File: config.mk
export PLATFORM = sky130hd
export DESIGN_NAME = wt_watch_timer
export DESIGN_NICKNAME = d
export VERILOG_FILES = /design/src/design/wt_pkg.sv /design/src/design/wt_ctl_if.sv /design/src/design/wt_sync.sv /design/src/design/wt_divider.sv /design/src/design/wt_watch_timer.sv
export VERILOG_INCLUDE_DIRS = /design/src /design/src/design
export SDC_FILE = /design/constraint.sdc
export NUM_CORES = 1
export LEC_CHECK = 0
export ABC_AREA = 1
export ABC_CLOCK_PERIOD_IN_PS = 1500
export BUFFER_PORTS_ARGS = -buffer_cell sky130_fd_sc_hd__buf_2
export CORE_ASPECT_RATIO = 1.75
export CORE_MARGIN = 2
export CORE_UTILIZATION = 30
export CTS_CLUSTER_SIZE = 28
export DETAILED_ROUTE_END_ITERATION = 16
export SYNTH_ARGS = -nofsm -noshare
export SYNTH_HDL_FRONTEND = slang
export SYNTH_SLANG_ARGS = --single-unit
File: constraint.sdc
create_clock -name CLK -period 1.5 [get_ports CLK]
set_clock_uncertainty 0.2 [all_clocks]
set_input_delay 0.15 -clock CLK [delete_from_list [all_inputs] [get_ports CLK]]
set_output_delay 0.15 -clock CLK [all_outputs]
set_load 0.01 [all_outputs]
File: src/design/wt_defs.svh
// Register offsets, field positions, reset values and timing figures of the watch timer.
// Assumes inclusion by bare name from every design file that needs a number.
`ifndef WT_DEFS_SVH
`define WT_DEFS_SVH

// Byte addresses on the register bus
`define WT_ADDR_MODE 32'h0000_0f88
`define WT_ADDR_STAT 32'h0000_0f8c
`define WT_ADDR_MASK 32'h0000_0f90

// Mode register layout
`define WT_MODE_RESET 8'h00
`define WT_BIT_TONE_EN 7
`define WT_BIT_ZERO 6
`define WT_BIT_TONE_HI 5
`define WT_BIT_TONE_LO 4
`define WT_BIT_LEVEL 3
`define WT_BIT_RUN 2
`define WT_BIT_FAST 1
`define WT_BIT_SRC 0

// Status and mask layout
`define WT_BIT_TICK 0
`define WT_STAT_RESET 1'b0

// Timing: watch clock rate and the two intervals in their own units
`define WT_FX_DIV 128
`define WT_FW_HZ 32768
`define WT_NORMAL_MS 500
`define WT_FAST_US10 391
`define WT_TONE_2K_TAP 3

`endif

File: src/design/wt_pkg.sv
// Types shared by the watch timer modules.
// Assumes nothing beyond a SystemVerilog compiler.
`default_nettype none

package wt_pkg;

  // Tone frequency select, in register field order
  typedef enum logic [1:0] {
    WT_TONE_2K,
    WT_TONE_4K,
    WT_TONE_8K,
    WT_TONE_16K
  } wt_tone_t;

endpackage : wt_pkg

`default_nettype wire

File: src/design/wt_ctl_if.sv
// Control and event bundle between the register side and the divider chain.
// Assumes both ends run on the same clock.
`default_nettype none

interface wt_ctl_if;
  logic run;
  logic src_sub;
  logic fast;
  wt_pkg::wt_tone_t tone_sel;
  logic fw_tick;
  logic watch_event;
  logic tone_wave;

  // Register side drives the mode, divider answers with ticks and the tone
  modport ctl (
    output run, src_sub, fast, tone_sel,
    input fw_tick, watch_event, tone_wave
  );
  modport div (
    input run, src_sub, fast, tone_sel,
    output fw_tick, watch_event, tone_wave
  );
endinterface : wt_ctl_if

`default_nettype wire

File: src/design/wt_sync.sv
// Two-stage synchroniser for pin levels entering the CLK domain.
// Assumes the inputs are slow against CLK; no reset so a pin level passes even during reset.
`default_nettype none

module wt_sync #(
  parameter int W = 2
) (
  input wire logic clk,
  input wire logic [W-1:0] din,
  output logic [W-1:0] dout
);

  logic [W-1:0] meta_r;
  logic [W-1:0] sync_r;

  // First stage feeds only the second stage
  always_ff @(posedge clk) begin
    meta_r <= din;
    sync_r <= meta_r;
  end

  assign dout = sync_r;

endmodule : wt_sync

`default_nettype wire

File: src/design/wt_divider.sv
// Clock selector, fx prescaler and binary divider chain of the watch timer.
// Assumes one-cycle rising-edge pulses of the synchronised oscillator inputs.
`default_nettype none

`include "wt_defs.svh"

module wt_divider #(
  parameter int FX_DIV = `WT_FX_DIV,
  parameter int NORMAL_TICKS = 16384,
  parameter int FAST_TICKS = 128
) (
  input wire logic clk,
  input wire logic reset,
  input wire logic fx_rise,
  input wire logic fxt_rise,
  wt_ctl_if.div ctl
);

  localparam int PRE_W = (FX_DIV > 2) ? $clog2(FX_DIV) : 1;
  localparam int CHAIN_W = $clog2(NORMAL_TICKS);
  localparam logic [PRE_W-1:0] PRE_LAST = PRE_W'(FX_DIV - 1);
  localparam logic [CHAIN_W-1:0] NORMAL_MASK = CHAIN_W'(NORMAL_TICKS - 1);
  localparam logic [CHAIN_W-1:0] FAST_MASK = CHAIN_W'(FAST_TICKS - 1);

  logic [PRE_W-1:0] pre_r;
  logic [CHAIN_W-1:0] chain_r;
  logic fx_div_tick;
  logic [CHAIN_W-1:0] sel_mask;

  //////////////////////////////////////////////////////////////////////////////
  // fx/128 prescaler, held cleared while stopped
  always_ff @(posedge clk) begin
    if (reset || !ctl.run) begin
      pre_r <= '0;
    end else if (fx_rise) begin
      pre_r <= (pre_r == PRE_LAST) ? '0 : pre_r + 1'b1;
    end
  end

  // Source select; both give the same watch rate at nominal crystals
  assign fx_div_tick = fx_rise && (pre_r == PRE_LAST);
  assign ctl.fw_tick = ctl.run && (ctl.src_sub ? fxt_rise : fx_div_tick);

  // One shared binary chain gives interval and tone
  always_ff @(posedge clk) begin
    if (reset || !ctl.run) begin
      chain_r <= '0;
    end else if (ctl.fw_tick) begin
      chain_r <= chain_r + 1'b1;
    end
  end

  // Interval ends when the tapped low bits roll over
  assign sel_mask = ctl.fast ? FAST_MASK : NORMAL_MASK;
  assign ctl.watch_event = ctl.fw_tick && ((chain_r & sel_mask) == sel_mask);

  // Square wave taps: fw/16 down to fw/2
  always_comb begin
    case (ctl.tone_sel)
      wt_pkg::WT_TONE_2K: ctl.tone_wave = chain_r[`WT_TONE_2K_TAP];
      wt_pkg::WT_TONE_4K: ctl.tone_wave = chain_r[`WT_TONE_2K_TAP - 1];
      wt_pkg::WT_TONE_8K: ctl.tone_wave = chain_r[`WT_TONE_2K_TAP - 2];
      wt_pkg::WT_TONE_16K: ctl.tone_wave = chain_r[`WT_TONE_2K_TAP - 3];
      default: ctl.tone_wave = 1'b0;
    endcase
  end

  //////////////////////////////////////////////////////////////////////////////
  a_stop_clears: assert property (@(posedge clk) disable iff (reset)
    !ctl.run |=> (chain_r == '0) && (pre_r == '0))
    else $error("divider not cleared while stopped");
  a_fast_rollover: assert property (@(posedge clk) disable iff (reset)
    (ctl.watch_event && ctl.fast && ctl.run) |=> ((chain_r & FAST_MASK) == '0))
    else $error("fast interval not on a rollover");
  a_normal_rollover: assert property (@(posedge clk) disable iff (reset)
    (ctl.watch_event && !ctl.fast && ctl.run) |=> (chain_r & NORMAL_MASK) == '0)
    else $error("normal interval not on a rollover");
  a_fx_source: assert property (@(posedge clk) disable iff (reset)
    (ctl.fw_tick && !ctl.src_sub) |-> (fx_rise && pre_r == PRE_LAST))
    else $error("main source tick without full prescale");

endmodule : wt_divider

`default_nettype wire

File: src/design/wt_watch_timer.sv
// Watch timer top: AHB-Lite register slave, mode register, tick flag, tone and display clock.
// Assumes one 25 MHz CLK, synchronous active-high RESET, and oscillator levels on plain pins.
//
// Register access over AHB-Lite was decided locally.
`default_nettype none

`include "wt_defs.svh"

// Overview of operation
// - Fast mode interrupts every 3.91 ms
// - Normal mode interrupts every 0.5 s
// - Mode bit 3 shows sub oscillator level
// - Mode written whole, write-only, bit6 zero
// - Level bit read-only, writes ignore it
// - Reset clears mode, level stays live
// - Bit 7 gates the tone output
// - Bits 5:4 pick 2/4/8/16 kHz
// - Bit 2 runs; zero clears all dividers
// - Bit 0 picks fx/128 or sub oscillator
// - Nominal crystals give equal watch rate
// - Flag set at every elapsed interval
// - Watch timer clocks the display; stops too
module wt_watch_timer #(
  parameter int FX_DIV = `WT_FX_DIV,
  parameter int NORMAL_TICKS = `WT_NORMAL_MS * `WT_FW_HZ / 1000,
  parameter int FAST_TICKS = `WT_FAST_US10 * `WT_FW_HZ / 100000
) (
  input wire logic CLK,
  input wire logic RESET,
  input wire logic HSEL,
  input wire logic [31:0] HADDR,
  input wire logic [1:0] HTRANS,
  input wire logic HWRITE,
  input wire logic [2:0] HSIZE,
  input wire logic [31:0] HWDATA,
  input wire logic HREADY,
  output logic [31:0] HRDATA,
  output logic HREADYOUT,
  output logic HRESP,
  input wire logic MAIN_OSC_CLOCK,
  input wire logic SUB_OSC_INPUT,
  output logic TONE_OUTPUT,
  output logic DISP_CLOCK_TICK,
  output logic WATCH_IRQ
);

  //////////////////////////////////////////////////////////////////////////////
  // Declarations

  wt_ctl_if ctl_bus ();

  logic [1:0] pins_sync;
  logic fx_lvl;
  logic fxt_lvl;
  logic fx_prev_r;
  logic fxt_prev_r;
  logic fx_rise;
  logic fxt_rise;

  logic ahb_take;
  logic dph_wr_r;
  logic [31:0] dph_addr_r;
  logic [31:0] hrdata_r;
  logic [31:0] rd_value;
  logic wr_mode;
  logic wr_stat;
  logic wr_mask;

  logic [7:0] watch_mode_control_r;
  logic [7:0] mode_nxt;
  logic watch_tick_flag_r;
  logic watch_tick_flag_nxt;
  logic tick_mask_r;
  logic tone_r;
  logic disp_r;

  //////////////////////////////////////////////////////////////////////////////
  // Pin inputs: synchronise, then find rising edges on the settled copy

  wt_sync #(
    .W(2)
  ) u_pin_sync (
    .clk(CLK),
    .din({SUB_OSC_INPUT, MAIN_OSC_CLOCK}),
    .dout(pins_sync)
  );

  assign fx_lvl = pins_sync[0];
  assign fxt_lvl = pins_sync[1];

  // Edge history; oscillators must stay well below CLK/2 to be seen
  // Reset preloads the settled level, so a pin idling high gives no false edge
  always_ff @(posedge CLK) begin
    if (RESET) begin
      fx_prev_r <= fx_lvl;
      fxt_prev_r <= fxt_lvl;
    end else begin
      fx_prev_r <= fx_lvl;
      fxt_prev_r <= fxt_lvl;
    end
  end

  assign fx_rise = fx_lvl && !fx_prev_r;
  assign fxt_rise = fxt_lvl && !fxt_prev_r;

  //////////////////////////////////////////////////////////////////////////////
  // Divider chain

  assign ctl_bus.run = watch_mode_control_r[`WT_BIT_RUN];
  assign ctl_bus.src_sub = watch_mode_control_r[`WT_BIT_SRC];
  assign ctl_bus.fast = watch_mode_control_r[`WT_BIT_FAST];
  assign ctl_bus.tone_sel = wt_pkg::wt_tone_t'(
    watch_mode_control_r[`WT_BIT_TONE_HI:`WT_BIT_TONE_LO]);

  wt_divider #(
    .FX_DIV(FX_DIV),
    .NORMAL_TICKS(NORMAL_TICKS),
    .FAST_TICKS(FAST_TICKS)
  ) u_divider (
    .clk(CLK),
    .reset(RESET),
    .fx_rise(fx_rise),
    .fxt_rise(fxt_rise),
    .ctl(ctl_bus)
  );

  //////////////////////////////////////////////////////////////////////////////
  // AHB-Lite slave: zero wait states, always OKAY

  // Only NONSEQ/SEQ with HREADY high start a transfer; HSIZE is not checked
  assign ahb_take = HSEL && HTRANS[1] && HREADY;

  // Address phase capture for the following data phase
  always_ff @(posedge CLK) begin
    if (RESET) begin
      dph_wr_r <= 1'b0;
      dph_addr_r <= 32'h0000_0000;
    end else begin
      dph_wr_r <= ahb_take && HWRITE;
      if (ahb_take) begin
        dph_addr_r <= HADDR;
      end
    end
  end

  assign wr_mode = dph_wr_r && (dph_addr_r == `WT_ADDR_MODE);
  assign wr_stat = dph_wr_r && (dph_addr_r == `WT_ADDR_STAT);
  assign wr_mask = dph_wr_r && (dph_addr_r == `WT_ADDR_MASK);

  // Read view: mode reads back only the live level bit; unmapped reads zero
  always_comb begin
    rd_value = 32'h0000_0000;
    case (HADDR)
      `WT_ADDR_MODE: rd_value[`WT_BIT_LEVEL] = fxt_lvl;
      `WT_ADDR_STAT: rd_value[`WT_BIT_TICK] = watch_tick_flag_r;
      `WT_ADDR_MASK: rd_value[`WT_BIT_TICK] = tick_mask_r;
      default: rd_value = 32'h0000_0000;
    endcase
  end

  // Read data sampled at the address phase so it comes from a flop
  always_ff @(posedge CLK) begin
    if (RESET) begin
      hrdata_r <= 32'h0000_0000;
    end else if (ahb_take && !HWRITE) begin
      hrdata_r <= rd_value;
    end else begin
      hrdata_r <= 32'h0000_0000;
    end
  end

  assign HRDATA = hrdata_r;
  assign HREADYOUT = 1'b1;
  assign HRESP = 1'b0;

  //////////////////////////////////////////////////////////////////////////////
  // Mode register

  // Whole-byte write; bit 6 forced low and the level bit never stored
  always_comb begin
    mode_nxt = HWDATA[7:0];
    mode_nxt[`WT_BIT_ZERO] = 1'b0;
    mode_nxt[`WT_BIT_LEVEL] = 1'b0;
  end

  always_ff @(posedge CLK) begin
    if (RESET) begin
      watch_mode_control_r <= `WT_MODE_RESET;
    end else if (wr_mode) begin
      watch_mode_control_r <= mode_nxt;
    end
  end

  //////////////////////////////////////////////////////////////////////////////
  // Tick flag, mask and interrupt

  // Hardware never clears the flag; a new tick beats a same-cycle clear
  always_comb begin
    watch_tick_flag_nxt = watch_tick_flag_r;
    if (wr_stat && HWDATA[`WT_BIT_TICK]) begin
      watch_tick_flag_nxt = 1'b0;
    end
    if (ctl_bus.watch_event) begin
      watch_tick_flag_nxt = 1'b1;
    end
  end

  always_ff @(posedge CLK) begin
    if (RESET) begin
      watch_tick_flag_r <= `WT_STAT_RESET;
    end else begin
      watch_tick_flag_r <= watch_tick_flag_nxt;
    end
  end

  always_ff @(posedge CLK) begin
    if (RESET) begin
      tick_mask_r <= 1'b0;
    end else if (wr_mask) begin
      tick_mask_r <= HWDATA[`WT_BIT_TICK];
    end
  end

  // Level output straight from two flops, no extra lag
  assign WATCH_IRQ = watch_tick_flag_r && tick_mask_r;

  //////////////////////////////////////////////////////////////////////////////
  // Tone and display clock outputs

  // Tone low when disabled; the port latch and pin mode stay software's job
  always_ff @(posedge CLK) begin
    if (RESET) begin
      tone_r <= 1'b0;
    end else begin
      tone_r <= watch_mode_control_r[`WT_BIT_TONE_EN] && ctl_bus.tone_wave;
    end
  end

  // Display controller gets one pulse per watch clock; none while stopped
  always_ff @(posedge CLK) begin
    if (RESET) begin
      disp_r <= 1'b0;
    end else begin
      disp_r <= ctl_bus.fw_tick;
    end
  end

  assign TONE_OUTPUT = tone_r;
  assign DISP_CLOCK_TICK = disp_r;

  //////////////////////////////////////////////////////////////////////////////
  // Checks

  a_reset_clears_mode: assert property (@(posedge CLK)
    RESET |=> (watch_mode_control_r == `WT_MODE_RESET) && !watch_tick_flag_r)
    else $error("reset left mode or flag set");
  a_mode_bit_zero: assert property (@(posedge CLK) disable iff (RESET)
    wr_mode |=> !watch_mode_control_r[`WT_BIT_ZERO] &&
      (watch_mode_control_r[`WT_BIT_TONE_EN] == $past(HWDATA[`WT_BIT_TONE_EN])))
    else $error("mode write stored wrongly");
  a_level_not_stored: assert property (@(posedge CLK) disable iff (RESET)
    (wr_mode && HWDATA[`WT_BIT_LEVEL]) |=> !watch_mode_control_r[`WT_BIT_LEVEL])
    else $error("level bit took a write");
  a_level_read_live: assert property (@(posedge CLK) disable iff (RESET)
    (ahb_take && !HWRITE && HADDR == `WT_ADDR_MODE) |=>
      HRDATA == {28'h0000_000, $past(fxt_lvl), 3'h0})
    else $error("mode read not the live level");
  a_flag_sets: assert property (@(posedge CLK) disable iff (RESET)
    ctl_bus.watch_event |=> watch_tick_flag_r ##1 (watch_tick_flag_r || $past(wr_stat)))
    else $error("tick did not set the flag");
  a_flag_holds: assert property (@(posedge CLK) disable iff (RESET)
    (watch_tick_flag_r && !wr_stat) |=> watch_tick_flag_r)
    else $error("flag cleared without software");
  a_tone_gated: assert property (@(posedge CLK) disable iff (RESET)
    !watch_mode_control_r[`WT_BIT_TONE_EN] |=> !TONE_OUTPUT)
    else $error("tone out while disabled");
  a_disp_stops: assert property (@(posedge CLK) disable iff (RESET)
    !watch_mode_control_r[`WT_BIT_RUN] |=> !DISP_CLOCK_TICK)
    else $error("display clock ran while stopped");

  // Flag moves only on a software clear or an elapsed interval; a status read returns the flag
  a_flag_clears: assert property (@(posedge CLK) disable iff (RESET)
    (wr_stat && HWDATA[`WT_BIT_TICK] && !ctl_bus.watch_event) |=> !watch_tick_flag_r)
    else $error("flag not cleared by a write of one");
  a_flag_needs_tick: assert property (@(posedge CLK) disable iff (RESET)
    (!watch_tick_flag_r && !ctl_bus.watch_event) |=> !watch_tick_flag_r)
    else $error("flag set without an elapsed interval");
  a_stat_read: assert property (@(posedge CLK) disable iff (RESET)
    (ahb_take && !HWRITE && HADDR == `WT_ADDR_STAT) |=>
      HRDATA == {31'h0, $past(watch_tick_flag_r)})
    else $error("status read not the flag");

  // Stop, source and display pulse; the tone needs one cycle for the chain to clear
  a_tone_stopped: assert property (@(posedge CLK) disable iff (RESET)
    (!ctl_bus.run ##1 !ctl_bus.run) |=> !TONE_OUTPUT)
    else $error("tone ran while stopped");
  a_sub_source: assert property (@(posedge CLK) disable iff (RESET)
    (ctl_bus.fw_tick && ctl_bus.src_sub) |-> fxt_rise)
    else $error("sub source tick without a pin edge");
  a_disp_follows: assert property (@(posedge CLK) disable iff (RESET)
    ctl_bus.fw_tick |=> DISP_CLOCK_TICK)
    else $error("display pulse missing after a watch tick");

endmodule : wt_watch_timer

`default_nettype wire

== Yosys cells after proc, flatten, opt, wreduce, memory -nomap -nowiden ==
Cells that the tools add are included.
Widths: inputs -> output; s select.
Cells by class
  add/subtract/negate cells: 2
  $mul: 0
  div/mod/pow operators: 0
  $lt $le $gt $ge: 0
  equality and inequality tests: 11
  shifts and indexed selects: 0
  multiplexer cells: 7
  bitwise logic cells: 3
  reductions and logical operators: 24
Operator list (number)
  $eq 32x12->1 const B: 6
  $logic_and 1x1->1: 15
  $add 14x1->14 const B: 1
  $and 14x14->14: 1
  $eq 14x14->1: 1
  $mux 14: 1
  $add 7x1->7 const B: 1
  $eq 7x7->1 const B: 1
  $mux 7: 1
  $eq 2x2->1 const B: 2
  $logic_not 1->1: 4
  $pmux 1 s4: 1
  $mux 1: 3
  $reduce_or 3->1: 1
  $eq 2x1->1 const B: 1
  $logic_not 2->1: 1
  $not 1->1: 2
  $pmux 1 s2: 1
  $reduce_bool 2->1: 1
  $reduce_or 2->1: 1
  $logic_or 1x1->1: 1
Word-level totals
  register bits: 102
  latch bits: 0
  memory bits (writable): 0
  ROM bits: 0
  input bits: 76
  output and inout bits: 37
  memories kept: 0

== Longest topological paths before layout ==
Gate-level depths: netlist (run 1).
  depth in word-level cells: 7
  gate-level depth with buffers: 10

== Hierarchy ==
From an unflattened synthesis (run 1), not the netlist that was laid out.
Unflattened totals
  cells, all modules: 499
  area, all modules: 3553.4 µm²
By module, submodules not included
  wt_watch_timer: times used 1, cells an instance 316, area an instance 2267.2 µm², sequential area each 940.9 µm²
  wt_divider: times used 1, cells an instance 179, area an instance 1206.2 µm², sequential area each 420.4 µm²
  wt_sync: times used 1, cells an instance 4, area an instance 80.1 µm², sequential area each 80.1 µm²

== Least setup slack after synthesis (run 1) ==
OpenSTA, ideal clock, no wires.
  path kind: register to register
  from: register u_divider.pre_r[0]
  to: register u_divider.chain_r[3]
  setup time: 0.116 ns
  arrival: 1.219 ns
  slack: -0.034 ns
  stages on the path, launching flop included: 10
  path buffers: 1
  clock period less this slack: 1.534 ns
  cell sequence: dfxtp_1 > ha_1 > nand2_1 > nor2_1 > nand2_2 > nand2_1 > nand2_2 > buf_4 > nor3_2 > nor2_1
Between the ends
  word-level cells in the longest chain between the ends: 4
RTL lines
  start: declaration: line wt_divider.sv:25  | logic [PRE_W-1:0] pre_r;
  start signal: assignment: line wt_divider.sv:36  | pre_r <= (pre_r == PRE_LAST) ? '0 : pre_r + 1'b1;
  $eq 7x7->1: line wt_divider.sv:41  | assign fx_div_tick = fx_rise && (pre_r == PRE_LAST);
  $logic_and 1x1->1: line wt_divider.sv:41
  $mux 1: line wt_divider.sv:42  | assign ctl.fw_tick = ctl.run && (ctl.src_sub ? fxt_rise : fx_div_tick);
  $logic_and 1x1->1: line wt_divider.sv:42
  end signal: assignment: line wt_divider.sv:49  | chain_r <= chain_r + 1'b1;
  end: declaration: line wt_divider.sv:26  | logic [CHAIN_W-1:0] chain_r;
No other way between the ends.
A chain may end at the register's enable or synchronous reset.

== Worst setup path in the final report (run 1) ==
  from: register u_divider.pre_r[0]
  to: register u_divider.chain_r[5]
The elaborated chain is that of the path after synthesis.

==> results.txt, run 1 <==
The run finished, with violations left. The final reports fail on DRC, setup timing. For the count of synthesis-stage warnings from yosys, the log shows 0. For the hold violation total from the final report, the log shows 0.

The most critical setup path has its endpoint at u_divider.chain_r[5]. Number of clock sinks: 72. Once detailed placement completed, the half-perimeter wirelength came to 6.12 mm. The number of max-cap violations is 0, and the initial antenna violation count is 0. Ranked by total cell area, the synthesized netlist is headed by sky130_fd_sc_hd__dfxtp_1 41%, sky130_fd_sc_hd__nand2_1 9.2%, sky130_fd_sc_hd__nor2_1 8.2%, sky130_fd_sc_hd__buf_4 7.3%, sky130_fd_sc_hd__inv_1 7.3%. The largest single stage delay on the critical path is 0.35 ns. The repair_antennas step left the layout with diodes totalling 0. The overall die width is 85.8 um.

Proportion of synthesized flip-flops having asynchronous set or reset: 0. The cell with the most instances after synthesis was sky130_fd_sc_hd__nand2_1. The worst hold path begins at u_pin_sync.meta_r[0]. The worst path needs 1.56 ns of the cycle, external delays included.

For the post-synthesis cell type count, the log shows 33. The number of nets at the end of the flow is 710. TritonCTS built the clock tree. Traced cell by cell, the critical path runs through ha_4, nand2_1, nor2_1, nand2_2, a21oi_4, buf_12, nand3_1, nand2_1, nor2_1. Summed over all layers, the global routing overflow is 0. Setup repair after global routing could not meet its margin everywhere. For the worst flop-to-flop path, the logic depth is 9.

After detailed routing, the number of remaining DRC violations is 5. The number of enable flip-flop cells after synthesis is 0. The filler cells instantiated in the layout total 1130. The number of levels in the clock H-tree is 3. The commonest cells after synthesis are 86 x sky130_fd_sc_hd__nand2_1, 77 x sky130_fd_sc_hd__nor2_1, 72 x sky130_fd_sc_hd__dfxtp_1. The logs give 0 for the number of pins exceeding their max-slew limit in the final report and 2 for the maximum clock path buffer count. Entering global routing, the biggest net connects 42 pins. Setup slack on the worst reg-to-reg path comes out at -0.06 ns.

For the achievable clock frequency, the log shows 641 MHz. Type of the worst setup path: flip-flop to flip-flop. Post-synthesis register bit count: 72. Data arrives at the worst endpoint at 1.59 ns. The endpoint class of the critical path is a flip-flop. In this run the worst path has a maximum fanout of 13. The number of global-route vias before repair is 3441. The first detailed-routing pass took 12 iterations. The final cycle utilization of the critical path is 1.04, and the aggregate routed wire length is 8.96 mm.

The final setup violation count was 5; the area of the die was 12600 um^2. The run gives 0.410 as the share of synthesized area occupied by flip-flops and latches. The most critical setup path has its startpoint at u_divider.pre_r[0]. The first global-routing pass estimated 14.4 mm of wire.

Buffers placed on the I/O ports in this run total 50. The cell with the largest stage delay on the worst path was sky130_fd_sc_hd__dfxtp_2. At the later pin of the worst-skew pair, clock insertion delay measures 0.34 ns. The worst-case IR drop observed on VDD is 0.986 mV. The via count normalized by instance count came out at 4.49.

After the first detailed-routing iteration, the DRC count stood at 115. Routability-driven placement finished with a final weighted congestion of 0.883. In this run the count of I/O pins placed on the die edge is 113. The share of the synthesized area in the top cell type is 0.410, and the placement-stage worst setup slack is -0.195 ns. Number of instances in the synthesized netlist: 510.

The worst setup path is launched from a flip-flop. The leading area contributor after synthesis is sky130_fd_sc_hd__dfxtp_1. The starting density of the core was 0.305. The chip height works out to 147 um. The root buffer cell was sky130_fd_sc_hd__clkbuf_16.

For the final worst slack, the log shows -0.0608 ns. Capture point of the worst reg-to-reg path: u_divider.chain_r[5]. The tools report the number of buffers inserted during clock tree synthesis as 9. The final antenna-violating net count is 0. The most used flip-flop cell after synthesis is sky130_fd_sc_hd__dfxtp_1.

Dividing total power by cell area gives a power density of 923 nW/um^2. The run gives 0.00203 uW as the static power due to leakage. The run gives -0.156 ns as the final sum of negative setup slack.

The share of layout cells above drive strength 1 was 0.265; the number of placement rows was 52. The class of the most critical hold timing path is flip-flop to flip-flop. Clock-pin slew was measured on the worst setup and hold paths at 0.06 ns. The run gives 0.144 as the total global-route track usage. The detailed router placed 3470 vias in this run.

The worst register-to-register path begins at u_divider.pre_r[0]. Averaged over all synthesized cells, the footprint is 6.89 um^2. The data required time of the critical path is 1.53 ns, and the per-cell routed wire length is 11.6 um. The area growth from synthesis to layout is 41.9%. The synthesized area is 3510 um^2, and the placeable core region is 11500 um^2.
==> through the flow <==
step / cell area, um^2 / power, uW / util / hold WS [ns] / cells
after global placement: 3950 / 2330 / 0.343 / 0.0606 / 704
after CTS: 4840 / 4610 / 0.420 / 0.125 / 769
after floorplan: 3630 / 2270 / - / -0.0223 / 540
after global routing: 4980 / 4790 / 0.433 / 0.129 / 772
final: 4980 / 4600 / 0.433 / 0.123 / 772
after detailed placement: 3950 / 2340 / 0.343 / 0.0596 / 704
==> worst max-delay path: cells and delay by family (launching register included) <==
family | cells | cell delay, ns
simple gates | 6 | 0.45
compound gates | 1 | 0.16
flops | 1 | 0.35
fa+ha+maj | 1 | 0.13
buf+inv | 1 | 0.15
==> how the worst min path moves through the flow <==
stage | endpoint | slack, ns | cells past startpoint
3_5_place_dp | u_pin_sync.meta_r[0] | 0.06 | 1
5_1_grt | u_pin_sync.dout[0] | 0.13 | 0
3_3_place_gp | u_pin_sync.meta_r[0] | 0.06 | 1
4_1_cts | u_pin_sync.dout[0] | 0.13 | 0
6_report | u_pin_sync.dout[0] | 0.12 | 0
2_1_floorplan | u_pin_sync.meta_r[0] | -0.02 | 0
==> layout make-up <==
cell class / instances / area (um^2) / share of cell area
multi-input cells: 348 / 1810 / 0.363
flip-flops and latches: 72 / 1460 / 0.292
repair buffers: 125 / 962 / 0.193
inverters: 76 / 288 / 0.0577
clock buffers: 13 / 260 / 0.0522
well taps: 135 / 169 / 0.0339
clock inverters: 3 / 40.0 / 0.00803
==> power by group <==
group	total [uW]	internal [uW]	switching, uW
sequential	2000	1970	31.7
combinational	459	225	234
clock	2140	1370	765
total	4600	3570	1030
==> kinds of logic after synthesis <==
logic type / after synthesis / synth area share
compound gates: 97 / 0.146
xor+xnor: 1 / 0.00249
other cells: 2 / 0.00214
flops: 72 / 0.410
fa+ha+maj: 2 / 0.00712
simple gates: 214 / 0.262
buf+inv: 122 / 0.170
==> flip-flops by register name, indices dropped and copies added, names as in the netlist <==
name	flops
dph_wr_r	1
fx_prev_r	1
TONE_OUTPUT	1
watch_mode_control_r	6
dph_addr_r	32
u_pin_sync.dout	2
u_pin_sync.meta_r	2
HRDATA	2
u_divider.chain_r	14
u_divider.pre_r	7
fxt_prev_r	1
DISP_CLOCK_TICK	1
watch_tick_flag_r	1
tick_mask_r	1
==> layout by cell type, fill, tap and decap left out, drive strengths merged, types with 4 or more instances in the layout <==
cell	Yosys	final
clkinv	2	4
nand3	19	19
dfxtp	72	72
nor3	11	11
dlygate4sd3	0	45
clkbuf	6	13
nand2	91	93
conb	2	32
o21ai	45	45
nand4	8	8
a21oi	49	49
inv	74	74
nor2	81	81
buf	40	80
==> routing by layer <==
metal,vias up,GRT usage,routed length (um)
met3,25,0.0382,378
met2,95,0.279,4930
met4,0,0.0738,316
li1,1794,-,-
met1,1556,0.133,3330
met5,-,0,0
==> timing repair <==
item / CTS / global route
hold buffers: 45 / 0
endpoints found under the setup margin: 23 / 36
pin swaps: 9 / 19
cloned: 3 / 0
resized for setup: 26 / 42
endpoints found under the hold margin: 46 / 0
setup buffers: 1 / 3
Note: power is estimated with default switching activity, not from simulation.
==> run 2: changes to the inputs <==
ABC_AREA = default   (was 1)
TNS_END_PERCENT = 100   (was default)
==> run 2 against run 1 <==
Sequential share of layout area shrank 0.65 points. Final cell count decreased by 12%. Register-to-register slack got worse by 0.36 ns. The run ends with setup timing left. Die area decreased by 6.9%.
==> results.txt, run 2 <==
In the post-synthesis netlist, the cell with the most instances is sky130_fd_sc_hd__nand2_1. After synthesis the netlist holds a flip-flop and latch count of 72. The aggregate routed wire length is 9.51 mm, and the data required time of the critical path is 1.56 ns. The run gives 3 as the number of levels in the clock H-tree. The static power due to leakage was 0.00198 uW.

Sorting the synthesized cells by area gives the leading types as sky130_fd_sc_hd__dfxtp_1 44%, sky130_fd_sc_hd__nand2_1 8.8%, sky130_fd_sc_hd__a21oi_1 7.8%, sky130_fd_sc_hd__buf_4 7.4%, sky130_fd_sc_hd__nand4_1 3.5%. The clock passes through at most 2 buffers. The top-level port count came out at 113. Cell with the largest stage delay on the worst path: sky130_fd_sc_hd__or4_1.

The hold violation total from the final report is 0. The synthesis-to-finish area growth came out at 55.8%. The later pin in the worst-skew pair is clocked with a latency of 0.33 ns. The share of layout cells above drive strength 1 is 0.337, and the largest voltage drop on the vdd net is 0.756 mV. The number of buffers and inverters on the critical path is 0. The per-cell routed wire length came out at 13.9 um.

Power comes to 4440 uW. The congestion estimate from routability-driven global placement came to 0.856. The mean instance size in the synthesized netlist was 8.34 um^2; the number of buffers inserted during clock tree synthesis was 9. Final sum of negative setup slack: -5.70 ns. The cell area that synthesis handed to floorplanning was 3260 um^2.

The number of pins exceeding their max-slew limit in the final report was 0. In this run, distinct cell masters in the synthesized netlist total 42. Across the run, the number of max-cap violations was 0. The worst hold path begins at HADDR[28]. The initial antenna violation count is 0. Ranked by flip-flop count, first place goes to dph_addr_r. The number of clock sinks was 72. The class of the most critical hold timing path is primary input to flip-flop. The floorplan has 50 rows. The proportion of synthesized flip-flops having asynchronous set or reset came out at 0.

The placeable core region is 10600 um^2, and the data arrival at the endpoint of the critical path is 1.98 ns. The checks that failed: setup timing. The share of synthesized area occupied by flip-flops and latches is 0.442. The library cells used most frequently in the layout, excluding fill and tap cells, are 74 x sky130_fd_sc_hd__nand2_1, 67 x sky130_fd_sc_hd__buf_4, 64 x sky130_fd_sc_hd__dfxtp_1. The number of global-route vias before repair was 3312. Leaving out fill and tap cells, the most frequent cell in the layout is sky130_fd_sc_hd__nand2_1. The final worst slack was -0.420 ns; the clock slew seen by the registers of the worst setup and hold paths was 0.06 ns. The Yosys step of the flow raised 0 warnings. The prevailing post-synth register cell was sky130_fd_sc_hd__dfxtp_1.

The run gives 1880 um^2 as the area of the multi-input gates. Area of the die: 11700 um^2. Walking the worst path, the cells encountered are ha_4, nand4b_1, o31a_1, or4_1, a21oi_1.

Type of the worst setup path: flip-flop to flip-flop. The critical path starts at u_divider.pre_r[1]. sky130_fd_sc_hd__dfxtp_1 takes more of the synthesized area than any other cell. The overall die width works out to 82.8 um.

The total power divided by cell area was 874 nW/um^2. In the routed layout, each cell is associated on average with a via count of 4.87. The maximum number of pins on one net before global-route repair is 34, and the placed wire-length estimate is 6.67 mm. The final cycle utilization of the critical path works out to 1.28. The total congestion overflow is 0. Setup repair after global routing could not meet its margin everywhere.

The run gives 137 as the violation count after the first detailed-route iteration. For this run, the detailed router's first-pass iteration total came to 4. Counting instances in the post-synthesis netlist gives the leading cell types as 76 x sky130_fd_sc_hd__nand2_1, 72 x sky130_fd_sc_hd__dfxtp_1, 51 x sky130_fd_sc_hd__a21oi_1.

The worst setup path is launched from a flip-flop. STA classifies the critical path endpoint as a flip-flop. For the total global-route track usage, the log shows 0.163. The run gives 1030 as the filler cell count in the final layout. Once detail routing completed, the nets flagged for antenna violations numbered 0. For the starting density of the core, the log shows 0.306.

The largest single stage delay on the critical path is 0.49 ns. 0 antenna diodes ended up in the layout. The routed design could run at a clock period as short as 1.92 ns. The count of cells in the finished layout, fillers not included, comes to 682.

For this block, the via count after detailed routing is 3324. In this run the clock root is driven by a sky130_fd_sc_hd__clkbuf_16. The flow ran to the end, but the final reports show violations. On the critical path the largest part of the delay comes from simple AND/OR/NAND/NOR gates. During placement, the flow inserted port buffers numbering 50. At the end of the flow, the number of nets in the layout was 625. The number of cells in the design after placement is 619. The run gives 521 MHz as the achievable clock frequency.

The largest registers in the layout are dph_addr_r: 32 flops, u_divider.chain_r: 14 flops, u_divider.pre_r: 7 flops. From bottom edge to top edge, the die measures 142 um. For this run, design rule violations remaining after detail routing come to 0. Yosys mapped a number of flops with a built-in enable equal to 0. The register with the most flip-flops in the layout has 32 of them. The first-pass GRT wire length is 14.7 mm, and the area taken by flip-flops and latches is 1450 um^2. TritonCTS built the clock tree.

Along the worst path, the maximum fanout reaches 5. For the number of instances in the synthesized netlist, the log shows 391. The share of the synthesized area in the top cell type was 0.442. The startpoint identified for the worst register-to-register timing path is u_divider.pre_r[1]. Setup violations remaining at the end of the flow were counted as 23.
run 2: final timing paths:
path | endpoint | slack [ns] | depth (start not counted)
worst max-delay path | u_divider.chain_r[12] | -0.42 | 5
worst min register to register | u_pin_sync.dout[0] | 0.13 | 0
worst min-delay path | dph_addr_r[28] | 0.007 | 4
worst max register to register | u_divider.chain_r[12] | -0.42 | 5
run 2: logic make-up after synthesis:
group / share of synthesized area
simple gates: 0.283
compound gates: 0.135
flops: 0.442
buf+inv: 0.104
xor+xnor: 0.0161
fa+ha+maj: 0.00768
other cells: 0.00230
mux: 0.00998
run 2: cell type report:
| type | count | share of cell area |
|---|---|---|
| inverters | 3 | 0.00222 |
| clock inverters | 5 | 0.0113 |
| multi-input cells | 294 | 0.370 |
| flip-flops and latches | 72 | 0.286 |
| well taps | 130 | 0.0320 |
| repair buffers | 167 | 0.253 |
| clock buffers | 11 | 0.0458 |
run 2: what timing repair did:
| action | 4_1_cts | 5_1_grt |
|---|---|---|
| hold buffers | 41 | 0 |
| setup buffers | 5 | 1 |
| gates resized for setup | 35 | 21 |
| hold endpoints to repair | 43 | 0 |
| gates cloned | 1 | 0 |
| pin swaps | 12 | 16 |
| setup endpoints to repair | 24 | 28 |
run 2: worst reg2reg max path: cells and delay by family (launching register included):
family | cells | cell delay [ns]
adders and majority gates | 1 | 0.13
and+or+nand+nor | 2 | 0.65
DFF | 1 | 0.35
AOI/OAI and AO/OA | 2 | 0.52
run 2: metrics by stage:
stage               instance area (um^2)  hold WS, ns  setup WS (ns)  utilization
finish                              5080      0.00723         -0.420        0.478
global route                        5080       0.0114         -0.493        0.478
CTS                                 4980      0.00108         -0.356        0.468
detailed placement                  4060       0.0613         -0.447        0.381
global placement                    4060       0.0644         -0.408        0.381
floorplan                           3420      -0.0223         -0.411            -
run 2: report_power, final:
| group | total [uW] | switching (uW) | internal (uW) |
|---|---|---|---|
| Combinational | 377 | 176 | 201 |
| Sequential | 1980 | 30.6 | 1950 |
| Clock | 2080 | 795 | 1280 |
| Total | 4440 | 1000 | 3440 |
run 2: metal layers:
metal  track usage  share of wire  up-vias
li1              -              -     1651
met1         0.156           0.36     1574
met2         0.311           0.57       73
met3        0.0280          0.031       26
met4        0.0897          0.037        0
met5             0              0        -
==> run 3: changes to the inputs <==
HOLD_SLACK_MARGIN = 0.03   (was default)
==> run 3 against run 2 <==
Clock power about the same. Utilization up 0.094 points. Via count up 0.30%. Largest power group unchanged. Combinational power about the same. Flip-flop and latch count unchanged. The run still ends with setup timing left.
==> results.txt, run 3 (synthesis gave the netlist of run 2 again) <==
The design draws 4440 uW. For the hold violation total from the final report, the log shows 0. After filler insertion, the fill cell instance count of the layout stands at 1031.

The final worst slack is -0.423 ns. The detail route stage leaves a number of antenna-violating nets equal to 0. At the worst endpoint, the required time is 1.56 ns. The logs give 2 for the maximum clock path buffer count and 50 for the number of placement rows. In the final routed layout, each cell accounts on average for 13.9 um. The repair_antennas step left the layout with diodes totalling 0. In the final layout, the registers with the most flip-flops are dph_addr_r: 32 flops, u_divider.chain_r: 14 flops, u_divider.pre_r: 7 flops. After clock tree synthesis, the clock-pin slew on the worst setup and hold paths is 0.06 ns. The total power divided by cell area is 872 nW/um^2, and the share of total power consumed by net switching is 0.225. Using the TritonRoute via totals, the vias-per-cell ratio works out to 4.88. The run gives 997 uW as the total net switching power. Starting density of the core: 0.306. The remaining design rule violation count is 0. The maximum number of pins on one net before global-route repair came out at 34. After global routing the overflow that remains totals 0. The violation count after the first detailed-route iteration came out at 109. CTS placed an instance of sky130_fd_sc_hd__clkbuf_16 at the clock tree root. The tools report the sort of element at the start of the critical path as a flip-flop. The tools report the internal portion of total power as 3440 uW. The floorplan step defined a die boundary enclosing 11700 um^2. The clock group share of total power was 0.468.

Counting flops per register, the top entry is dph_addr_r. The final worst hold slack came out at 0.0484 ns. The run gives 0 as the initial antenna violation count. The number of pins exceeding their max-slew limit in the final report is 0. The logs give 14.7 mm for the first-pass GRT wire length and 626 for the number of nets at the end of the flow. Setup repair after global routing could not meet its margin everywhere. The overall die width works out to 82.8 um.

In this run the static leakage power is 0.00198 uW. The largest fanout of any net on the critical path is 5. The count of buffers added on input and output ports is 50. The power share of the combinational group was 0.085. The flow ran to the end, but the final reports show violations. The run gives 3334 as the routed via count. The tool flagged a number of max-cap violations equal to 0. The number of global-route vias before repair came out at 3315. In the layout the commonest cells are 74 x sky130_fd_sc_hd__nand2_1, 67 x sky130_fd_sc_hd__buf_4, 64 x sky130_fd_sc_hd__dfxtp_1.

Subtracting the final worst setup slack from the clock period gives 1.92 ns. The chip height was 142 um. 113 I/O pins were placed.

The number of clock sinks was 72. The number of levels in the clock H-tree is 3. The share of layout cells above drive strength 1 is 0.336, and the data arrival at the endpoint of the critical path is 1.99 ns.

Detailed placement finished with a half-perimeter wire length of 6.67 mm. From synthesis to final layout, the design area changed by 56.1%. The class of the most critical hold timing path was primary input to flip-flop. The total global-route track usage is 0.163. The cell with the largest stage delay on the worst path was sky130_fd_sc_hd__or4_1. TritonCTS built the clock tree.

The number of buffers inserted during clock tree synthesis is 9. The register with the most flip-flops in the layout has 32 of them. For this run, the detailed router's first-pass iteration total came to 4. The worst setup path is captured at a flip-flop. The tools report the sequential fraction of design power as 0.447. The placeable core region was 10600 um^2. The logs give 23 for the final setup violation count and 0.856 for the placer congestion estimate.

Summed over all layers, the routed wires come to 9.52 mm. The final cycle utilization of the critical path is 1.28. The most common cell after layout, fill and taps aside is sky130_fd_sc_hd__nand2_1. The critical path goes through ha_4, nand4b_1, o31a_1, or4_1, a21oi_1. Derived from the worst setup path, the maximum achievable clock frequency is 520 MHz.

VDD sags by at most 0.756 mV. The largest single stage delay on the critical path is 0.49 ns. The setup path with the least slack is of type flip-flop to flip-flop. The clock reaches the later pin of the worst-skew pair after 0.33 ns. The final reports fail on setup timing.
[run 3: worst paths after layout]
path,from,end,slack (ns),depth (start not counted)
max,u_divider.pre_r[1],u_divider.chain_r[12],-0.42,5
min,RESET,u_divider.chain_r[5],0.05,3
max reg2reg,u_divider.pre_r[1],u_divider.chain_r[12],-0.42,5
min reg2reg,u_pin_sync.meta_r[0],u_pin_sync.dout[0],0.13,0
[run 3: worst max-delay path: cells and delay by family (launching register included)]
| kind | cells | cell delay (ns) |
|---|---|---|
| AO/OA/AOI/OAI | 2 | 0.52 |
| adder cells (fa/ha/maj) | 1 | 0.13 |
| flip-flops | 1 | 0.35 |
| AND/OR/NAND/NOR | 2 | 0.65 |
[run 3: cell type report]
type / instances / area (um^2) / share of cell area
clock inverter: 5 / 57.6 / 0.0113
tap: 130 / 163 / 0.0320
timing repair buffer: 168 / 1290 / 0.254
sequential: 72 / 1450 / 0.285
clock buffer: 11 / 233 / 0.0457
inverter: 3 / 11.3 / 0.00221
multi-input combinational: 294 / 1880 / 0.370
[run 3: power by group through the flow]
stage | clock network (uW) | registers, uW | logic [uW]
floorplan | 0 | 2010 | 194
detailed placement | 0 | 2010 | 277
global placement | 0 | 2010 | 273
global route | 2190 | 1990 | 420
CTS | 2110 | 1980 | 372
finish | 2070 | 1980 | 379
[run 3: through the flow]
step	util	instance area (um^2)	std cells	TNS, ns	setup slack (ns)
CTS	0.469	4990	683	-4.98	-0.356
detailed placement	0.381	4060	619	-6.91	-0.447
finish	0.478	5090	683	-5.75	-0.423
global route	0.478	5090	683	-7.23	-0.493
global placement	0.381	4060	619	-5.61	-0.408
floorplan	-	3420	421	-4.50	-0.411
[run 3: metal layers]
metal / up-vias / wire, um / track usage
met2: 77 / 5420 / 0.311
met3: 28 / 324 / 0.0280
met1: 1575 / 3410 / 0.156
li1: 1654 / - / -
met5: - / 0 / 0
met4: 0 / 367 / 0.0897
[run 3: what timing repair did]
| action | 4_1_cts | 5_1_grt |
|---|---|---|
| pin swaps | 12 | 16 |
| resized for setup | 35 | 21 |
| buffers inserted | 5 | 1 |
| hold endpoints to repair | 45 | 0 |
| setup endpoints to repair | 24 | 28 |
| hold buffers | 42 | 0 |
| cloned | 1 | 0 |
